==> src/hw/mgpt_consts.vh <==
// Constants for the motion GPIO, PWM and trigger bus block
// How it works
// RL1 - Thirty-two GPIO lines form four byte ports, written and read per byte; the code always writes and reads all four bytes together as one word.
// RL2 - Each GPIO line has its own software direction and polarity.
// RL3 - Two PWM generators, each with its own period and duty.
// RL4 - PWM high time is proportional to the programmed duty value.
// RL5 - Software picks internal clock or external clock pin as PWM time base.
// RL6 - PWM runs only from software settings, no servo loop coupling.
// RL7 - Trigger bus lines can feed trigger inputs or carry breakpoints and encoder signals.
// RL8 - Trigger bus lines can serve as generic digital I/O.
// RL9 - Breakpoint on trigger bus is an output-only active-high pulse of 90 to 120 ns.
// RL10 - Encoder and index on trigger bus are output-only, taken after the input filter.
// RL11 - Trigger inputs and generic I/O pass through unaltered.
// RL12 - Trigger input polarity and edge are programmable before capture.
// RL13 - After reset GPIO lines are non-inverted inputs and PWM outputs idle low.
`ifndef MGPT_CONSTS_VH
`define MGPT_CONSTS_VH
// Register byte addresses
`define MGPT_ADDR_PORT_OUT   12'h000
`define MGPT_ADDR_PORT_DIR   12'h004
`define MGPT_ADDR_PORT_POL   12'h008
`define MGPT_ADDR_PORT_IN    12'h00c
`define MGPT_ADDR_PWM_CTRL   12'h010
`define MGPT_ADDR_PWM1_PER   12'h014
`define MGPT_ADDR_PWM1_DUTY  12'h018
`define MGPT_ADDR_PWM2_PER   12'h01c
`define MGPT_ADDR_PWM2_DUTY  12'h020
`define MGPT_ADDR_TRIG_SEL   12'h024
`define MGPT_ADDR_TRIG_OUT   12'h028
`define MGPT_ADDR_TRIG_IN    12'h02c
`define MGPT_ADDR_TRIG_CFG   12'h030
`define MGPT_ADDR_STRAP      12'h034
// Route codes per trigger bus line, 3 bits each
`define MGPT_ROUTE_GPIO_IN   3'h0
`define MGPT_ROUTE_GPIO_OUT  3'h1
`define MGPT_ROUTE_BKPT1     3'h2
`define MGPT_ROUTE_BKPT2     3'h3
`define MGPT_ROUTE_ENC1      3'h4
`define MGPT_ROUTE_ENC2      3'h5
// Encoder sub-signal fixed by line number, no select bits within trig select field (bits 25:24 not stored)
// Breakpoint pulse: 90 to 120 ns window, at 100 ns clock
`define MGPT_CLK_NS          100
`define MGPT_BKPT_MIN_NS     90
`define MGPT_BKPT_CYC        ((`MGPT_BKPT_MIN_NS + `MGPT_CLK_NS - 1) / `MGPT_CLK_NS)
// Reset values
`define MGPT_RST_DIR         32'h0000_0000
`define MGPT_RST_POL         32'h0000_0000
`define MGPT_RST_PWM_CTRL    4'h0
`define MGPT_RST_PERIOD      16'hffff
`define MGPT_RST_DUTY        16'h0000
`define MGPT_RST_TRIG_SEL    32'h0000_0000
// PWM control fields
`define MGPT_PWM_EN1_BIT     0
`define MGPT_PWM_EN2_BIT     1
`define MGPT_PWM_EXT1_BIT    2
`define MGPT_PWM_EXT2_BIT    3
`endif

==> src/hw/mgpt_top.v <==
// Motion GPIO ports, PWM generators and trigger bus router with APB slave
//
// Local design decisions: the register offsets and the APB interface to the registers.
`timescale 1ns/1ns
`default_nettype none
`include "mgpt_consts.vh"
module mgpt_top #(
   parameter NUM_TRIG = 8,
   parameter PWM_W    = 16
) (
   input  wire                  clk_in,
   input  wire                  rst_n_in,
   // APB slave
   input  wire                  psel_in,
   input  wire                  penable_in,
   input  wire                  pwrite_in,
   input  wire [11:0]           paddr_in,
   input  wire [31:0]           pwdata_in,
   output reg  [31:0]           prdata_out,
   output wire                  pready_out,
   output wire                  pslverr_out,
   // General-purpose port pins
   input  wire [31:0]           gpio_in,
   output reg  [31:0]           gpio_out,
   output reg  [31:0]           gpio_oe_n_out,
   // PWM and external clock
   input  wire                  pwm_ext_clk_in,
   output reg  [1:0]            pwm_out,
   // Power-up pull strap
   input  wire                  powerup_pull_select_in,
   // Trigger bus pins
   input  wire [NUM_TRIG-1:0]   inter_board_trigger_bus_in,
   output reg  [NUM_TRIG-1:0]   inter_board_trigger_bus_out,
   output reg  [NUM_TRIG-1:0]   inter_board_trigger_bus_oe_n_out,
   // Encoder side, same clock domain
   input  wire [1:0]            bkpt_event_in,
   input  wire [2:0]            enc1_filt_in,
   input  wire [2:0]            enc2_filt_in,
   output reg  [1:0]            trig_capture_out
);

   ////////////////////////////////////////////////////////////////////////////
   // Reset release and input synchronisers
   reg        rst_s1;
   reg        rst_s2;
   always @(posedge clk_in or negedge rst_n_in) begin
      if (!rst_n_in) begin
         rst_s1 <= 1'b0;
         rst_s2 <= 1'b0;
      end else begin
         rst_s1 <= 1'b1;
         rst_s2 <= rst_s1;
      end
   end
   wire rst_n = rst_s2;

   reg [31:0]         gpio_s1;
   reg [31:0]         gpio_s2;
   reg [NUM_TRIG-1:0] trig_s1;
   reg [NUM_TRIG-1:0] trig_s2;
   reg [1:0]          pclk_s;
   reg                pclk_d;
   reg                strap_s1;
   reg                strap_s2;
   // Only the second stage is read by logic, plus the delayed copy pclk_d of the external clock for edge detection
   always @(posedge clk_in or negedge rst_n) begin
      if (!rst_n) begin
         gpio_s1  <= 32'h0000_0000;
         gpio_s2  <= 32'h0000_0000;
         trig_s1  <= {NUM_TRIG{1'b0}};
         trig_s2  <= {NUM_TRIG{1'b0}};
         pclk_s   <= 2'h0;
         pclk_d   <= 1'b0;
         strap_s1 <= 1'b1;
         strap_s2 <= 1'b1;
      end else begin
         gpio_s1  <= gpio_in;
         gpio_s2  <= gpio_s1;
         trig_s1  <= inter_board_trigger_bus_in;
         trig_s2  <= trig_s1;
         pclk_s   <= {pclk_s[0], pwm_ext_clk_in};
         pclk_d   <= pclk_s[1];
         strap_s1 <= powerup_pull_select_in;
         strap_s2 <= strap_s1;
      end
   end

   ////////////////////////////////////////////////////////////////////////////
   // Registers
   reg [31:0]          port_out;
   reg [31:0]          port_dir;     // 1 = output
   reg [31:0]          port_pol;     // 1 = inverted
   reg [3:0]           pwm_ctrl;
   reg [PWM_W-1:0]     pwm_per  [0:1];
   reg [PWM_W-1:0]     pwm_duty [0:1];
   reg [3*NUM_TRIG-1:0] trig_sel;
   reg [NUM_TRIG-1:0]  trig_gpo;
   reg [7:0]           trig_cfg;     // Per input: src[2:0], pol_inv
   reg                 strap_latched;

   wire wr_en = psel_in & penable_in & pwrite_in;

   // Byte lane write helper for the bytewise GPIO ports
   function [31:0] mgpt_byte_merge;
      input [31:0] old_v;
      input [31:0] new_v;
      input [3:0]  lanes;
      integer      i;
      begin
         mgpt_byte_merge = old_v;
         for (i = 0; i < 4; i = i + 1) begin
            if (lanes[i]) begin
               mgpt_byte_merge[i*8 +: 8] = new_v[i*8 +: 8];
            end
         end
      end
   endfunction

   // A word write updates all four byte ports together through the lane mask
   wire [3:0] lanes = 4'hf;

   // Software writes; registers only change at access phase of a write
   always @(posedge clk_in or negedge rst_n) begin
      if (!rst_n) begin
         port_out    <= 32'h0000_0000;
         port_dir    <= `MGPT_RST_DIR;               // see RL13
         port_pol    <= `MGPT_RST_POL;               // see RL13
         pwm_ctrl    <= `MGPT_RST_PWM_CTRL;          // see RL13
         pwm_per[0]  <= `MGPT_RST_PERIOD;
         pwm_per[1]  <= `MGPT_RST_PERIOD;
         pwm_duty[0] <= `MGPT_RST_DUTY;
         pwm_duty[1] <= `MGPT_RST_DUTY;
         trig_sel    <= {3*NUM_TRIG{1'b0}};
         trig_gpo    <= {NUM_TRIG{1'b0}};
         trig_cfg    <= 8'h00;
      end else if (wr_en) begin
         case (paddr_in)
            `MGPT_ADDR_PORT_OUT:  port_out <= mgpt_byte_merge(port_out, pwdata_in, lanes); // see RL1
            `MGPT_ADDR_PORT_DIR:  port_dir <= pwdata_in;                                   // see RL2
            `MGPT_ADDR_PORT_POL:  port_pol <= pwdata_in;                                   // see RL2
            `MGPT_ADDR_PWM_CTRL:  pwm_ctrl <= pwdata_in[3:0];                              // see RL5
            `MGPT_ADDR_PWM1_PER:  pwm_per[0]  <= pwdata_in[PWM_W-1:0];                     // see RL3
            `MGPT_ADDR_PWM1_DUTY: pwm_duty[0] <= pwdata_in[PWM_W-1:0];
            `MGPT_ADDR_PWM2_PER:  pwm_per[1]  <= pwdata_in[PWM_W-1:0];
            `MGPT_ADDR_PWM2_DUTY: pwm_duty[1] <= pwdata_in[PWM_W-1:0];
            `MGPT_ADDR_TRIG_SEL:  trig_sel <= pwdata_in[3*NUM_TRIG-1:0];                   // see RL7
            `MGPT_ADDR_TRIG_OUT:  trig_gpo <= pwdata_in[NUM_TRIG-1:0];                     // see RL8
            `MGPT_ADDR_TRIG_CFG:  trig_cfg <= pwdata_in[7:0];                              // see RL12
            default: ;
         endcase
      end
   end

   // Strap caught once the synchroniser holds the pin, not its own reset value
   reg [1:0] strap_wait;
   always @(posedge clk_in or negedge rst_n) begin
      if (!rst_n) begin
         strap_wait    <= 2'h0;
         strap_latched <= 1'b1;
      end else if (strap_wait != 2'h3) begin
         strap_wait <= strap_wait + 2'h1;
         if (strap_wait == 2'h2) begin
            strap_latched <= strap_s2;
         end
      end
   end

   ////////////////////////////////////////////////////////////////////////////
   // GPIO pins, polarity applied on both directions
   wire [31:0] port_in_val = gpio_s2 ^ port_pol;   // see RL2
   always @(posedge clk_in or negedge rst_n) begin
      if (!rst_n) begin
         gpio_out      <= 32'h0000_0000;
         gpio_oe_n_out <= 32'hffff_ffff;           // see RL13
      end else begin
         gpio_out      <= port_out ^ port_pol;     // see RL2
         gpio_oe_n_out <= ~port_dir;               // see RL2
      end
   end

   ////////////////////////////////////////////////////////////////////////////
   // PWM generators; software-only settings, no servo loop inputs
   reg  [PWM_W-1:0] pwm_cnt [0:1];
   wire             pclk_rise = pclk_s[1] & ~pclk_d;
   integer          g;
   always @(posedge clk_in or negedge rst_n) begin
      if (!rst_n) begin
         pwm_cnt[0] <= {PWM_W{1'b0}};
         pwm_cnt[1] <= {PWM_W{1'b0}};
         pwm_out    <= 2'b00;                                   // see RL13
      end else begin
         for (g = 0; g < 2; g = g + 1) begin
            if (!pwm_ctrl[`MGPT_PWM_EN1_BIT + g]) begin        // see RL6
               pwm_cnt[g] <= {PWM_W{1'b0}};
               pwm_out[g] <= 1'b0;
            end else if (!pwm_ctrl[`MGPT_PWM_EXT1_BIT + g] || pclk_rise) begin // see RL5
               pwm_cnt[g] <= (pwm_cnt[g] >= pwm_per[g]) ? {PWM_W{1'b0}} : pwm_cnt[g] + 1'b1; // see RL3
               pwm_out[g] <= (pwm_cnt[g] < pwm_duty[g]);       // see RL4
            end
         end
      end
   end

   ////////////////////////////////////////////////////////////////////////////
   // Breakpoint pulse stretchers, one clock at 10 MHz gives 100 ns
   localparam integer BKPT_CYC_I = `MGPT_BKPT_CYC;
   localparam [3:0]   BKPT_CYC   = BKPT_CYC_I[3:0];
   reg [3:0] bkpt_cnt [0:1];
   reg [1:0] bkpt_pulse;
   integer   b;
   always @(posedge clk_in or negedge rst_n) begin
      if (!rst_n) begin
         bkpt_cnt[0] <= 4'h0;
         bkpt_cnt[1] <= 4'h0;
         bkpt_pulse  <= 2'b00;
      end else begin
         for (b = 0; b < 2; b = b + 1) begin
            if (bkpt_event_in[b] && bkpt_cnt[b] == 4'h0) begin
               bkpt_cnt[b]   <= BKPT_CYC;          // see RL9
               bkpt_pulse[b] <= 1'b1;
            end else if (bkpt_cnt[b] > 4'h1) begin
               bkpt_cnt[b] <= bkpt_cnt[b] - 4'h1;
            end else begin
               bkpt_cnt[b]   <= 4'h0;
               bkpt_pulse[b] <= 1'b0;              // see RL9
            end
         end
      end
   end

   ////////////////////////////////////////////////////////////////////////////
   // Trigger bus routing; encoder signals taken already filtered
   // Line k carries phase (k mod 3) of the chosen encoder
   integer k;
   always @(posedge clk_in or negedge rst_n) begin
      if (!rst_n) begin
         inter_board_trigger_bus_out      <= {NUM_TRIG{1'b0}};
         inter_board_trigger_bus_oe_n_out <= {NUM_TRIG{1'b1}};
      end else begin
         for (k = 0; k < NUM_TRIG; k = k + 1) begin
            inter_board_trigger_bus_oe_n_out[k] <= (trig_sel[3*k +: 3] == `MGPT_ROUTE_GPIO_IN);
            case (trig_sel[3*k +: 3])
               `MGPT_ROUTE_GPIO_OUT: inter_board_trigger_bus_out[k] <= trig_gpo[k];     // see RL11
               `MGPT_ROUTE_BKPT1:    inter_board_trigger_bus_out[k] <= bkpt_pulse[0];   // see RL9
               `MGPT_ROUTE_BKPT2:    inter_board_trigger_bus_out[k] <= bkpt_pulse[1];   // see RL9
               `MGPT_ROUTE_ENC1:     inter_board_trigger_bus_out[k] <= enc1_filt_in[k % 3]; // see RL10
               `MGPT_ROUTE_ENC2:     inter_board_trigger_bus_out[k] <= enc2_filt_in[k % 3]; // see RL10
               default:              inter_board_trigger_bus_out[k] <= 1'b0;
            endcase
         end
      end
   end

   ////////////////////////////////////////////////////////////////////////////
   // Trigger inputs from bus: raw line selected, then polarity and edge
   wire [2:0] src1 = trig_cfg[2:0];
   wire [2:0] src2 = trig_cfg[6:4];
   wire [1:0] trig_lvl;
   reg  [1:0] trig_lvl_d;
   assign trig_lvl[0] = trig_s2[src1 % NUM_TRIG] ^ trig_cfg[3];  // see RL12
   assign trig_lvl[1] = trig_s2[src2 % NUM_TRIG] ^ trig_cfg[7];  // see RL12
   // Active edge after polarity: rising of the corrected level
   always @(posedge clk_in or negedge rst_n) begin
      if (!rst_n) begin
         trig_lvl_d       <= 2'b00;
         trig_capture_out <= 2'b00;
      end else begin
         trig_lvl_d       <= trig_lvl;
         trig_capture_out <= trig_lvl & ~trig_lvl_d;  // see RL12
      end
   end

   ////////////////////////////////////////////////////////////////////////////
   // APB read mux; zero wait states, unmapped reads zero with error
   reg addr_hit;
   always @* begin
      addr_hit = 1'b1;
      case (paddr_in)
         `MGPT_ADDR_PORT_OUT:  prdata_out = port_out;
         `MGPT_ADDR_PORT_DIR:  prdata_out = port_dir;
         `MGPT_ADDR_PORT_POL:  prdata_out = port_pol;
         `MGPT_ADDR_PORT_IN:   prdata_out = port_in_val;                 // see RL1
         `MGPT_ADDR_PWM_CTRL:  prdata_out = {28'h0000000, pwm_ctrl};
         `MGPT_ADDR_PWM1_PER:  prdata_out = {{(32-PWM_W){1'b0}}, pwm_per[0]};
         `MGPT_ADDR_PWM1_DUTY: prdata_out = {{(32-PWM_W){1'b0}}, pwm_duty[0]};
         `MGPT_ADDR_PWM2_PER:  prdata_out = {{(32-PWM_W){1'b0}}, pwm_per[1]};
         `MGPT_ADDR_PWM2_DUTY: prdata_out = {{(32-PWM_W){1'b0}}, pwm_duty[1]};
         `MGPT_ADDR_TRIG_SEL:  prdata_out = {{(32-3*NUM_TRIG){1'b0}}, trig_sel};
         `MGPT_ADDR_TRIG_OUT:  prdata_out = {{(32-NUM_TRIG){1'b0}}, trig_gpo};
         `MGPT_ADDR_TRIG_IN:   prdata_out = {{(32-NUM_TRIG){1'b0}}, trig_s2}; // see RL8
         `MGPT_ADDR_TRIG_CFG:  prdata_out = {24'h000000, trig_cfg};
         `MGPT_ADDR_STRAP:     prdata_out = {31'h00000000, strap_latched};
         default: begin
            prdata_out = 32'h0000_0000;
            addr_hit   = 1'b0;
         end
      endcase
   end

   assign pready_out  = 1'b1;
   assign pslverr_out = psel_in & penable_in & ~addr_hit;

endmodule
`default_nettype wire

==> config.mk <==
export PLATFORM = sky130hd
export DESIGN_NAME = mgpt_top
export DESIGN_NICKNAME = d
export VERILOG_FILES = /design/src/hw/mgpt_top.v
export VERILOG_INCLUDE_DIRS = /design/src /design/src/hw
export SDC_FILE = /design/constraint.sdc
export NUM_CORES = 1
export LEC_CHECK = 0
export BUFFER_PORTS_ARGS = -buffer_cell sky130_fd_sc_hd__buf_2
export CELL_PAD_IN_SITES_DETAIL_PLACEMENT = 0
export CELL_PAD_IN_SITES_GLOBAL_PLACEMENT = 2
export CORE_ASPECT_RATIO = 0.8
export CORE_MARGIN = 8
export CORE_UTILIZATION = 42
export CTS_CLUSTER_DIAMETER = 30
export CTS_CLUSTER_SIZE = 12
export DETAILED_ROUTE_END_ITERATION = 12
export PLACE_DENSITY_LB_ADDON = 0.1
export REMOVE_ABC_BUFFERS = 1
export SETUP_SLACK_MARGIN = 0.2
export SYNTH_ARGS = -nofsm -noshare
export SYNTH_HDL_FRONTEND = slang
export SYNTH_SLANG_ARGS = --single-unit
export TNS_END_PERCENT = 20
==> constraint.sdc <==
create_clock -name clk_in -period 39.4 [get_ports clk_in]
set_input_delay 1.97 -clock clk_in [delete_from_list [all_inputs] [get_ports clk_in]]
set_output_delay 1.97 -clock clk_in [all_outputs]
set_load 0.02 [all_outputs]
==> flow_metrics.env, run 1 <==
export IMPL_status="finished, final reports clean"
export IMPL_clock_sinks=422
export IMPL_synthCells=1633
export IMPL_diodes=0
export IMPL_wire_per_inst_um=22.7
export IMPL_critPathLaunchType="primary input"
export IMPL_grt_pass1_vias=14000
export IMPL_yosys_cell_types_count=67
export IMPL_gp_congestion=0.892
export IMPL_hold_viol_final=0
export IMPL_drc_errors=0
export IMPL_htreeDepth=3
export IMPL_worstPathArrival_ns=5.18
export IMPL_insertion_delay_ns=0.61
export IMPL_crit_type="in2out"
export IMPL_cts_buffer_depth=3
export IMPL_worst_slack_ns=32.25
export IMPL_drt_iter0_drc=1196
export IMPL_place_hpwl_um=40700
export IMPL_routed_wl_um=58400
export IMPL_drive_gt1_share_pct=29.4
export IMPL_clkTransAtPathRegs_ns=0.05
export IMPL_reg2reg_from="rst_n"
export IMPL_synth_top_cell_area_share_pct=46.5
export IMPL_avgViaCountPerCell=5.32
export IMPL_die_area_um2=51500
export IMPL_whs_path_depth=0
export IMPL_min_delay_start="trig_s1[5]"
export IMPL_io_pins=217
export IMPL_die_h_um=205
export IMPL_cp_cell_sequence="buf_2 > nor2_1 > nand4_1 > nor2_1 > a222oi_1 > o221a_2 > o21ai_0 > buf_2"
export IMPL_min_period_ns=7.15
export IMPL_ys_seq_area_share_pct=57.0
export IMPL_track_usage_pct=22.8
export IMPL_async_flop_share_pct=100
export IMPL_timing_rr_end="trig_s1[4]"
export IMPL_path_max_fanout=14
export IMPL_pre_cts_ws_ns=32.34
export IMPL_relSlewSlack_pct=11.7
export IMPL_cp_top_family="simple AND/OR/NAND/NOR gates"
export IMPL_synthToLayoutAreaGrowth_pct=25.9
export IMPL_hold_path_class="reg2reg"
export IMPL_max_freq_mhz=140
export IMPL_cpMaxStageDelayCell="nor2_1"
export IMPL_rsz0062_at_grt="false"
export IMPL_routed_via_count=13700
export IMPL_max_cap_viol_count=0
export IMPL_start_util_pct=42.3
export IMPL_ir_worst_vdd_mv=0.0309
export IMPL_synth_edf_count=0
export IMPL_rrSetupSlack_ns=35.81
export IMPL_grt_max_degree=80
export IMPL_post_route_period_util_pct=18.2
export IMPL_core_area_um2=44100
export IMPL_cts_inserted_buffers=86
export IMPL_synth_main_ff_cell="dfrtp_1"
export IMPL_dr_pass1_iters=6
export IMPL_cts_tree="done"
export IMPL_cp_required_ns=37.43
export IMPL_p_leak_nw=11.7
export IMPL_holdPathEnd="trig_s2[5]"
export IMPL_fp_row_count=69
export IMPL_netlist_area_um2=18700
export IMPL_path_buf_inv=2
export IMPL_drv_slew=0
export IMPL_yosys_area_top_type="dfrtp_1"
export IMPL_ys_warn_count=0
export IMPL_grt_ovfl_total=0
export IMPL_setup_viol=0
export IMPL_tns_ns=0
export IMPL_worst_pin_slew_ns=1.31
export IMPL_synthTopCellsByArea="dfrtp_1 (46%), dfstp_2 (11%), mux2_2 (5.0%)"
export IMPL_startpoint="paddr_in[9]"
export IMPL_cts_root_buf="clkbuf_16"
export IMPL_rr_worst_depth=3
export IMPL_power_density_nw_per_um2=53.2
export IMPL_die_x_um=252
export IMPL_portBuffers=215
export IMPL_fin_skew_ns=0.0264
export IMPL_cts_setup_buffers=0
export IMPL_cp_slowest_stage_delay_ns=1.01
export IMPL_nNetsFinal=2061
export IMPL_cts_hold_buffers=0
export IMPL_cts_resized=0
export IMPL_ys_ff_latch=422
export IMPL_antenna_found_initial=1
export IMPL_endpoint_kind="primary output"
export IMPL_antenna_left=0
export IMPL_avgSynthCellArea_um2=11.4
export IMPL_grt_pass1_wl_um=88800
-- final cells by class --
class,count,area (um^2)
flip-flops and latches,422,10700
clock inverters,44,587
inverters,124,465
clock buffers,118,2480
multi-input cells,1020,7310
repair buffers,238,1250
fillers,3917,20600
well taps,603,754
-- power by group --
group,switching [mW],internal [mW]
Sequential,0.0108,0.445
Clock,0.243,0.504
Combinational,0.0307,0.0170
-- cells by family after synthesis --
kind of cell | share of synthesized area [%]
AO/OA/AOI/OAI | 12.5
XOR/XNOR | 2.34
adder cells (fa/ha/maj) | 4.69
buffers and inverters | 4.05
flip-flops | 57.0
multiplexers | 9.61
other | 0.0201
AND/OR/NAND/NOR | 9.76
-- cell usage after synthesis, drive strengths merged, types with 7 or more instances --
cell and n:
dfrtp 347, nand2 182, o21ai 180, inv 124, mux2 113, dfstp 75
ha 70, nor2 57, clkbuf 44, xor2 43, a21oi 41, nand3 34
mux2i 32, nor3 26, buf 24, a22oi 22, nor2b 17, a22o 15
and3 15, nand4 14, a32oi 12, mux4 9, a221o 8, a32o 8
nand2b 8, a211oi 7, a21o 7, a221oi 7, a222oi 7, and2 7
xnor2 7
-- per-layer routing --
layer | wire length (um) | GRT usage, % | up-vias | part of all wire (%)
li1 | - | - | 6321 | -
met1 | 27700 | 32.6 | 6834 | 47
met2 | 25800 | 33.8 | 442 | 44
met3 | 3790 | 6.23 | 80 | 6.5
met4 | 1100 | 6.23 | 0 | 1.9
met5 | 0 | 0 | - | 0
-- worst max path at each step --
stage | slack, ns | cells past startpoint | to
2_1_floorplan | 26.90 | 0 | bkpt_cnt[0]
3_3_place_gp | 32.40 | 8 | prdata_out[10]
3_5_place_dp | 32.34 | 8 | prdata_out[10]
4_1_cts | 32.33 | 8 | prdata_out[10]
5_1_grt | 32.05 | 8 | prdata_out[10]
6_report | 32.25 | 8 | prdata_out[10]
-- stage by stage --
step	hold slack (ns)	total power, mW	cells	util [%]	instance area, um^2
2_1_floorplan	0.331	0.485	1566	-	18400
3_3_place_gp	0.333	0.510	2407	46.3	20400
3_5_place_dp	0.335	0.511	2407	46.3	20400
4_1_cts	0.334	1.27	2569	53.3	23500
5_1_grt	0.343	1.30	2569	53.3	23500
6_report	0.336	1.25	2569	53.3	23500
-- cell usage in the layout (no fill, tap or decap), drive strengths merged, types with 9 or more instances in the layout --
master,netlist,final
nor3,26,26
nor2b,17,17
o21ai,180,180
and3,15,15
buf,24,238
ha,70,70
a22o,15,15
nand2,182,182
a32oi,12,12
a22oi,22,22
a21oi,41,41
dfrtp,347,347
inv,124,132
nand3,34,34
nand4,14,14
clkbuf,44,118
clkinv,0,20
mux2,113,113
mux4,9,9
bufinv,0,9
xor2,43,43
dfstp,75,75
nor2,57,57
mux2i,32,32
No activity file was read; power rests on OpenSTA's default activity.
==> run 2, diff against run 1 <==
- ABC_AREA: default -> 1
- CORE_UTILIZATION: 42 -> 33
- clock period: 39.4 -> 6.4 ns (I/O delays scaled with it)
==> run 2 against run 1 <==
Against the previous run: clock power increased to 7.1 times the previous value; combinational power rose to 6.5 times the previous value; sequential share of layout area shrank 3.6 points; cell area increased by 8.6%; setup slack worse by 29 ns; first-iteration DRC count is 20% lower; wire length grew 9.1%; sequential power rose to 6.1 times the previous value; critical path type unchanged; largest power group unchanged; highest routed layer unchanged.
==> flow_metrics.env, run 2 <==
export IMPL_synth_edf_count=0
export IMPL_ys_ff_latch=422
export IMPL_drive_gt1_share_pct=22.6
export IMPL_grt_pass1_wl_um=98400
export IMPL_max_cap_viol_count=0
export IMPL_cts_root_buf="clkbuf_16"
export IMPL_hold_path_class="in2reg"
export IMPL_hold_viol_final=0
export IMPL_whs_ns=0.0474
export IMPL_fin_util_pct=43.1
export IMPL_min_period_ns=3.27
export IMPL_cts_inserted_buffers=103
export IMPL_ys_seq_area_share_pct=54.2
export IMPL_cp_required_ns=6.08
export IMPL_final_cell_mix="nand2_1 (528), dfrtp_1 (346), inv_1 (237)"
export IMPL_worst_slack_ns=3.13
export IMPL_io_pins=217
export IMPL_drv_slew=0
export IMPL_grt_max_degree=156
export IMPL_async_flop_share_pct=100
export IMPL_fp_row_count=80
export IMPL_portBuffers=215
export IMPL_synth_simple_area_share_pct=18.8
export IMPL_gp_congestion=0.799
export IMPL_synthToLayoutAreaGrowth_pct=30.0
export IMPL_core_area_um2=59300
export IMPL_nNetsFinal=2621
export IMPL_yosysMostFrequentCell="nand2_1"
export IMPL_place_hpwl_um=44500
export IMPL_drt_iter0_drc=956
export IMPL_crit_type="in2out"
export IMPL_wire_per_inst_um=19.2
export IMPL_clock_sinks=422
export IMPL_avgSynthCellArea_um2=9.22
export IMPL_synth_main_ff_cell="dfrtp_1"
export IMPL_die_x_um=289
export IMPL_post_route_period_util_pct=51.2
export IMPL_synth_compound_area_share_pct=11.6
export IMPL_path_max_fanout=22
export IMPL_rsz0062_at_grt="false"
export IMPL_grt_pass1_vias=15900
export IMPL_routed_wl_um=63700
export IMPL_synthTopCellsByArea="dfrtp_1 (44%), nand2_1 (10%), dfstp_2 (10%)"
export IMPL_critPathLaunchType="primary input"
export IMPL_synthCells=2132
export IMPL_track_usage_pct=19.1
export IMPL_synthAdderAreaFrac_pct=4.46
export IMPL_yosys_area_top_type="dfrtp_1"
export IMPL_drc_errors=0
export IMPL_p_leak_nw=12.1
export IMPL_cts_tree="done"
export IMPL_avgViaCountPerCell=4.66
export IMPL_worstPathArrival_ns=2.95
export IMPL_synth_xor_area_share_pct=3.39
export IMPL_synth_mux_area_share_pct=0.0573
export IMPL_endpoint_kind="primary output"
export IMPL_status="finished, final reports clean"
export IMPL_routed_via_count=15500
export IMPL_relSlewSlack_pct=35.2
export IMPL_dr_pass1_iters=5
export IMPL_die_area_um2=67700
export IMPL_cts_buffer_depth=3
export IMPL_fin_skew_ns=0.0272
export IMPL_insertion_delay_ns=0.63
export IMPL_worst_pin_slew_ns=0.972
export IMPL_finalPower_mw=8.44
export IMPL_netlist_area_um2=19600
export IMPL_clkTransAtPathRegs_ns=0.04
export IMPL_grt_ovfl_total=0
export IMPL_max_freq_mhz=305
export IMPL_cts_setup_buffers=0
export IMPL_layout_commonest_cell="nand2_1"
export IMPL_yosys_cell_types_count=51
export IMPL_power_density_nw_per_um2=330
export IMPL_ir_worst_vdd_mv=0.178
export IMPL_synth_top_family_by_area="simple AND/OR/NAND/NOR gates"
export IMPL_antenna_found_initial=4
export IMPL_setup_viol=0
export IMPL_die_h_um=234
export IMPL_htreeDepth=3
export IMPL_start_util_pct=33.2
export IMPL_synthTopCellsByCount="nand2_1 (528), dfrtp_1 (347), inv_1 (237)"
export IMPL_pre_cts_ws_ns=3.09
export IMPL_ys_warn_count=0
export IMPL_synth_top_cell_area_share_pct=44.2
export IMPL_antenna_left=0
run 2: changes by cell type in the layout (fill, tap and decap cells not counted), moves of 21 or more:
cell / previous run / this run
nand2_1: 182 / 528
o21ai_1: 2 / 129
inv_1: 124 / 237
mux2_2: 83 / 1
nor2_1: 53 / 128
dlygate4sd3_1: 0 / 63
o21ai_2: 0 / 48
o21ai_0: 178 / 135
nand3_1: 34 / 69
mux2i_1: 32 / 0
mux2_1: 30 / 0
nand4_1: 13 / 43
a22oi_1: 22 / 1
run 2: power by group:
part / internal [mW] / switching [mW]
clock: 3.66 / 1.67
sequential: 2.74 / 0.0547
combinational: 0.111 / 0.196
run 2: area by class of cell:
| cell class | instances | area (um^2) |
|---|---|---|
| sequential | 422 | 10700 |
| clock buffer | 130 | 2800 |
| clock inverter | 63 | 801 |
| inverter | 251 | 953 |
| tap | 779 | 975 |
| fill | 5838 | 33700 |
| multi-input combinational | 1388 | 7550 |
| timing repair buffer | 286 | 1790 |
| antenna | 4 | 10.0 |
run 2: path summary, 6_finish.rpt:
path / start / to / slack (ns) / depth (start not counted)
hold reg to reg: gpio_s1[18] / gpio_s2[18] / 0.34 / 0
setup reg to reg: pwm_per[23] / pwm_cnt[24] / 4.18 / 10
hold / removal: pwdata_in[19] / port_dir[19] / 0.05 / 3
setup / recovery: paddr_in[11] / prdata_out[9] / 3.13 / 11
max in group asynchronous: rst_n / pwm_cnt[25] / 4.57 / 1
min in group asynchronous: rst_n / port_pol[30] / 0.42 / 0
run 2: through the flow:
step	TNS (ns)	std cells	area, um^2
finish	0	3323	25500
global route	0	3321	25500
CTS	0	3319	25500
detailed placement	0	3063	21300
global placement	0	3063	21300
floorplan	-2297.27	2061	19200
run 2: cells by family (layout without fill, tap and decap cells):
logic type | count (synthesis) | after routing
and+or+nand+nor | 836 | 836
DFF | 422 | 422
AOI/OAI and AO/OA | 403 | 403
buffers and inverters | 323 | 730
xor gates and xnor gates | 76 | 76
adders and majority gates | 70 | 70
other | 1 | 6
muxes | 1 | 1
run 2: metal layers:
metal | vias to the layer above | routed length [um] | GRT usage (%)
li1 | 7623 | - | -
met1 | 7443 | 30100 | 26.0
met2 | 333 | 29200 | 30.6
met3 | 102 | 3120 | 4.07
met4 | 0 | 1340 | 5.57
met5 | - | 0 | 0
run 2: worst max-delay path: stages:
cell	delay, ns
buf_2	0.09
nor2_1	0.12
nand2_2	0.15
nor2_4	0.45
nand2_2	0.17
nor2_4	0.75
inv_1	0.39
o21ai_0	0.17
nand2_1	0.07
nand3_1	0.08
buf_2	0.16
run 2: timing repair:
item | CTS | global route
hold buffers | 63 | 0
resized for setup | 0 | 0
endpoints found under the hold margin | 92 | 0
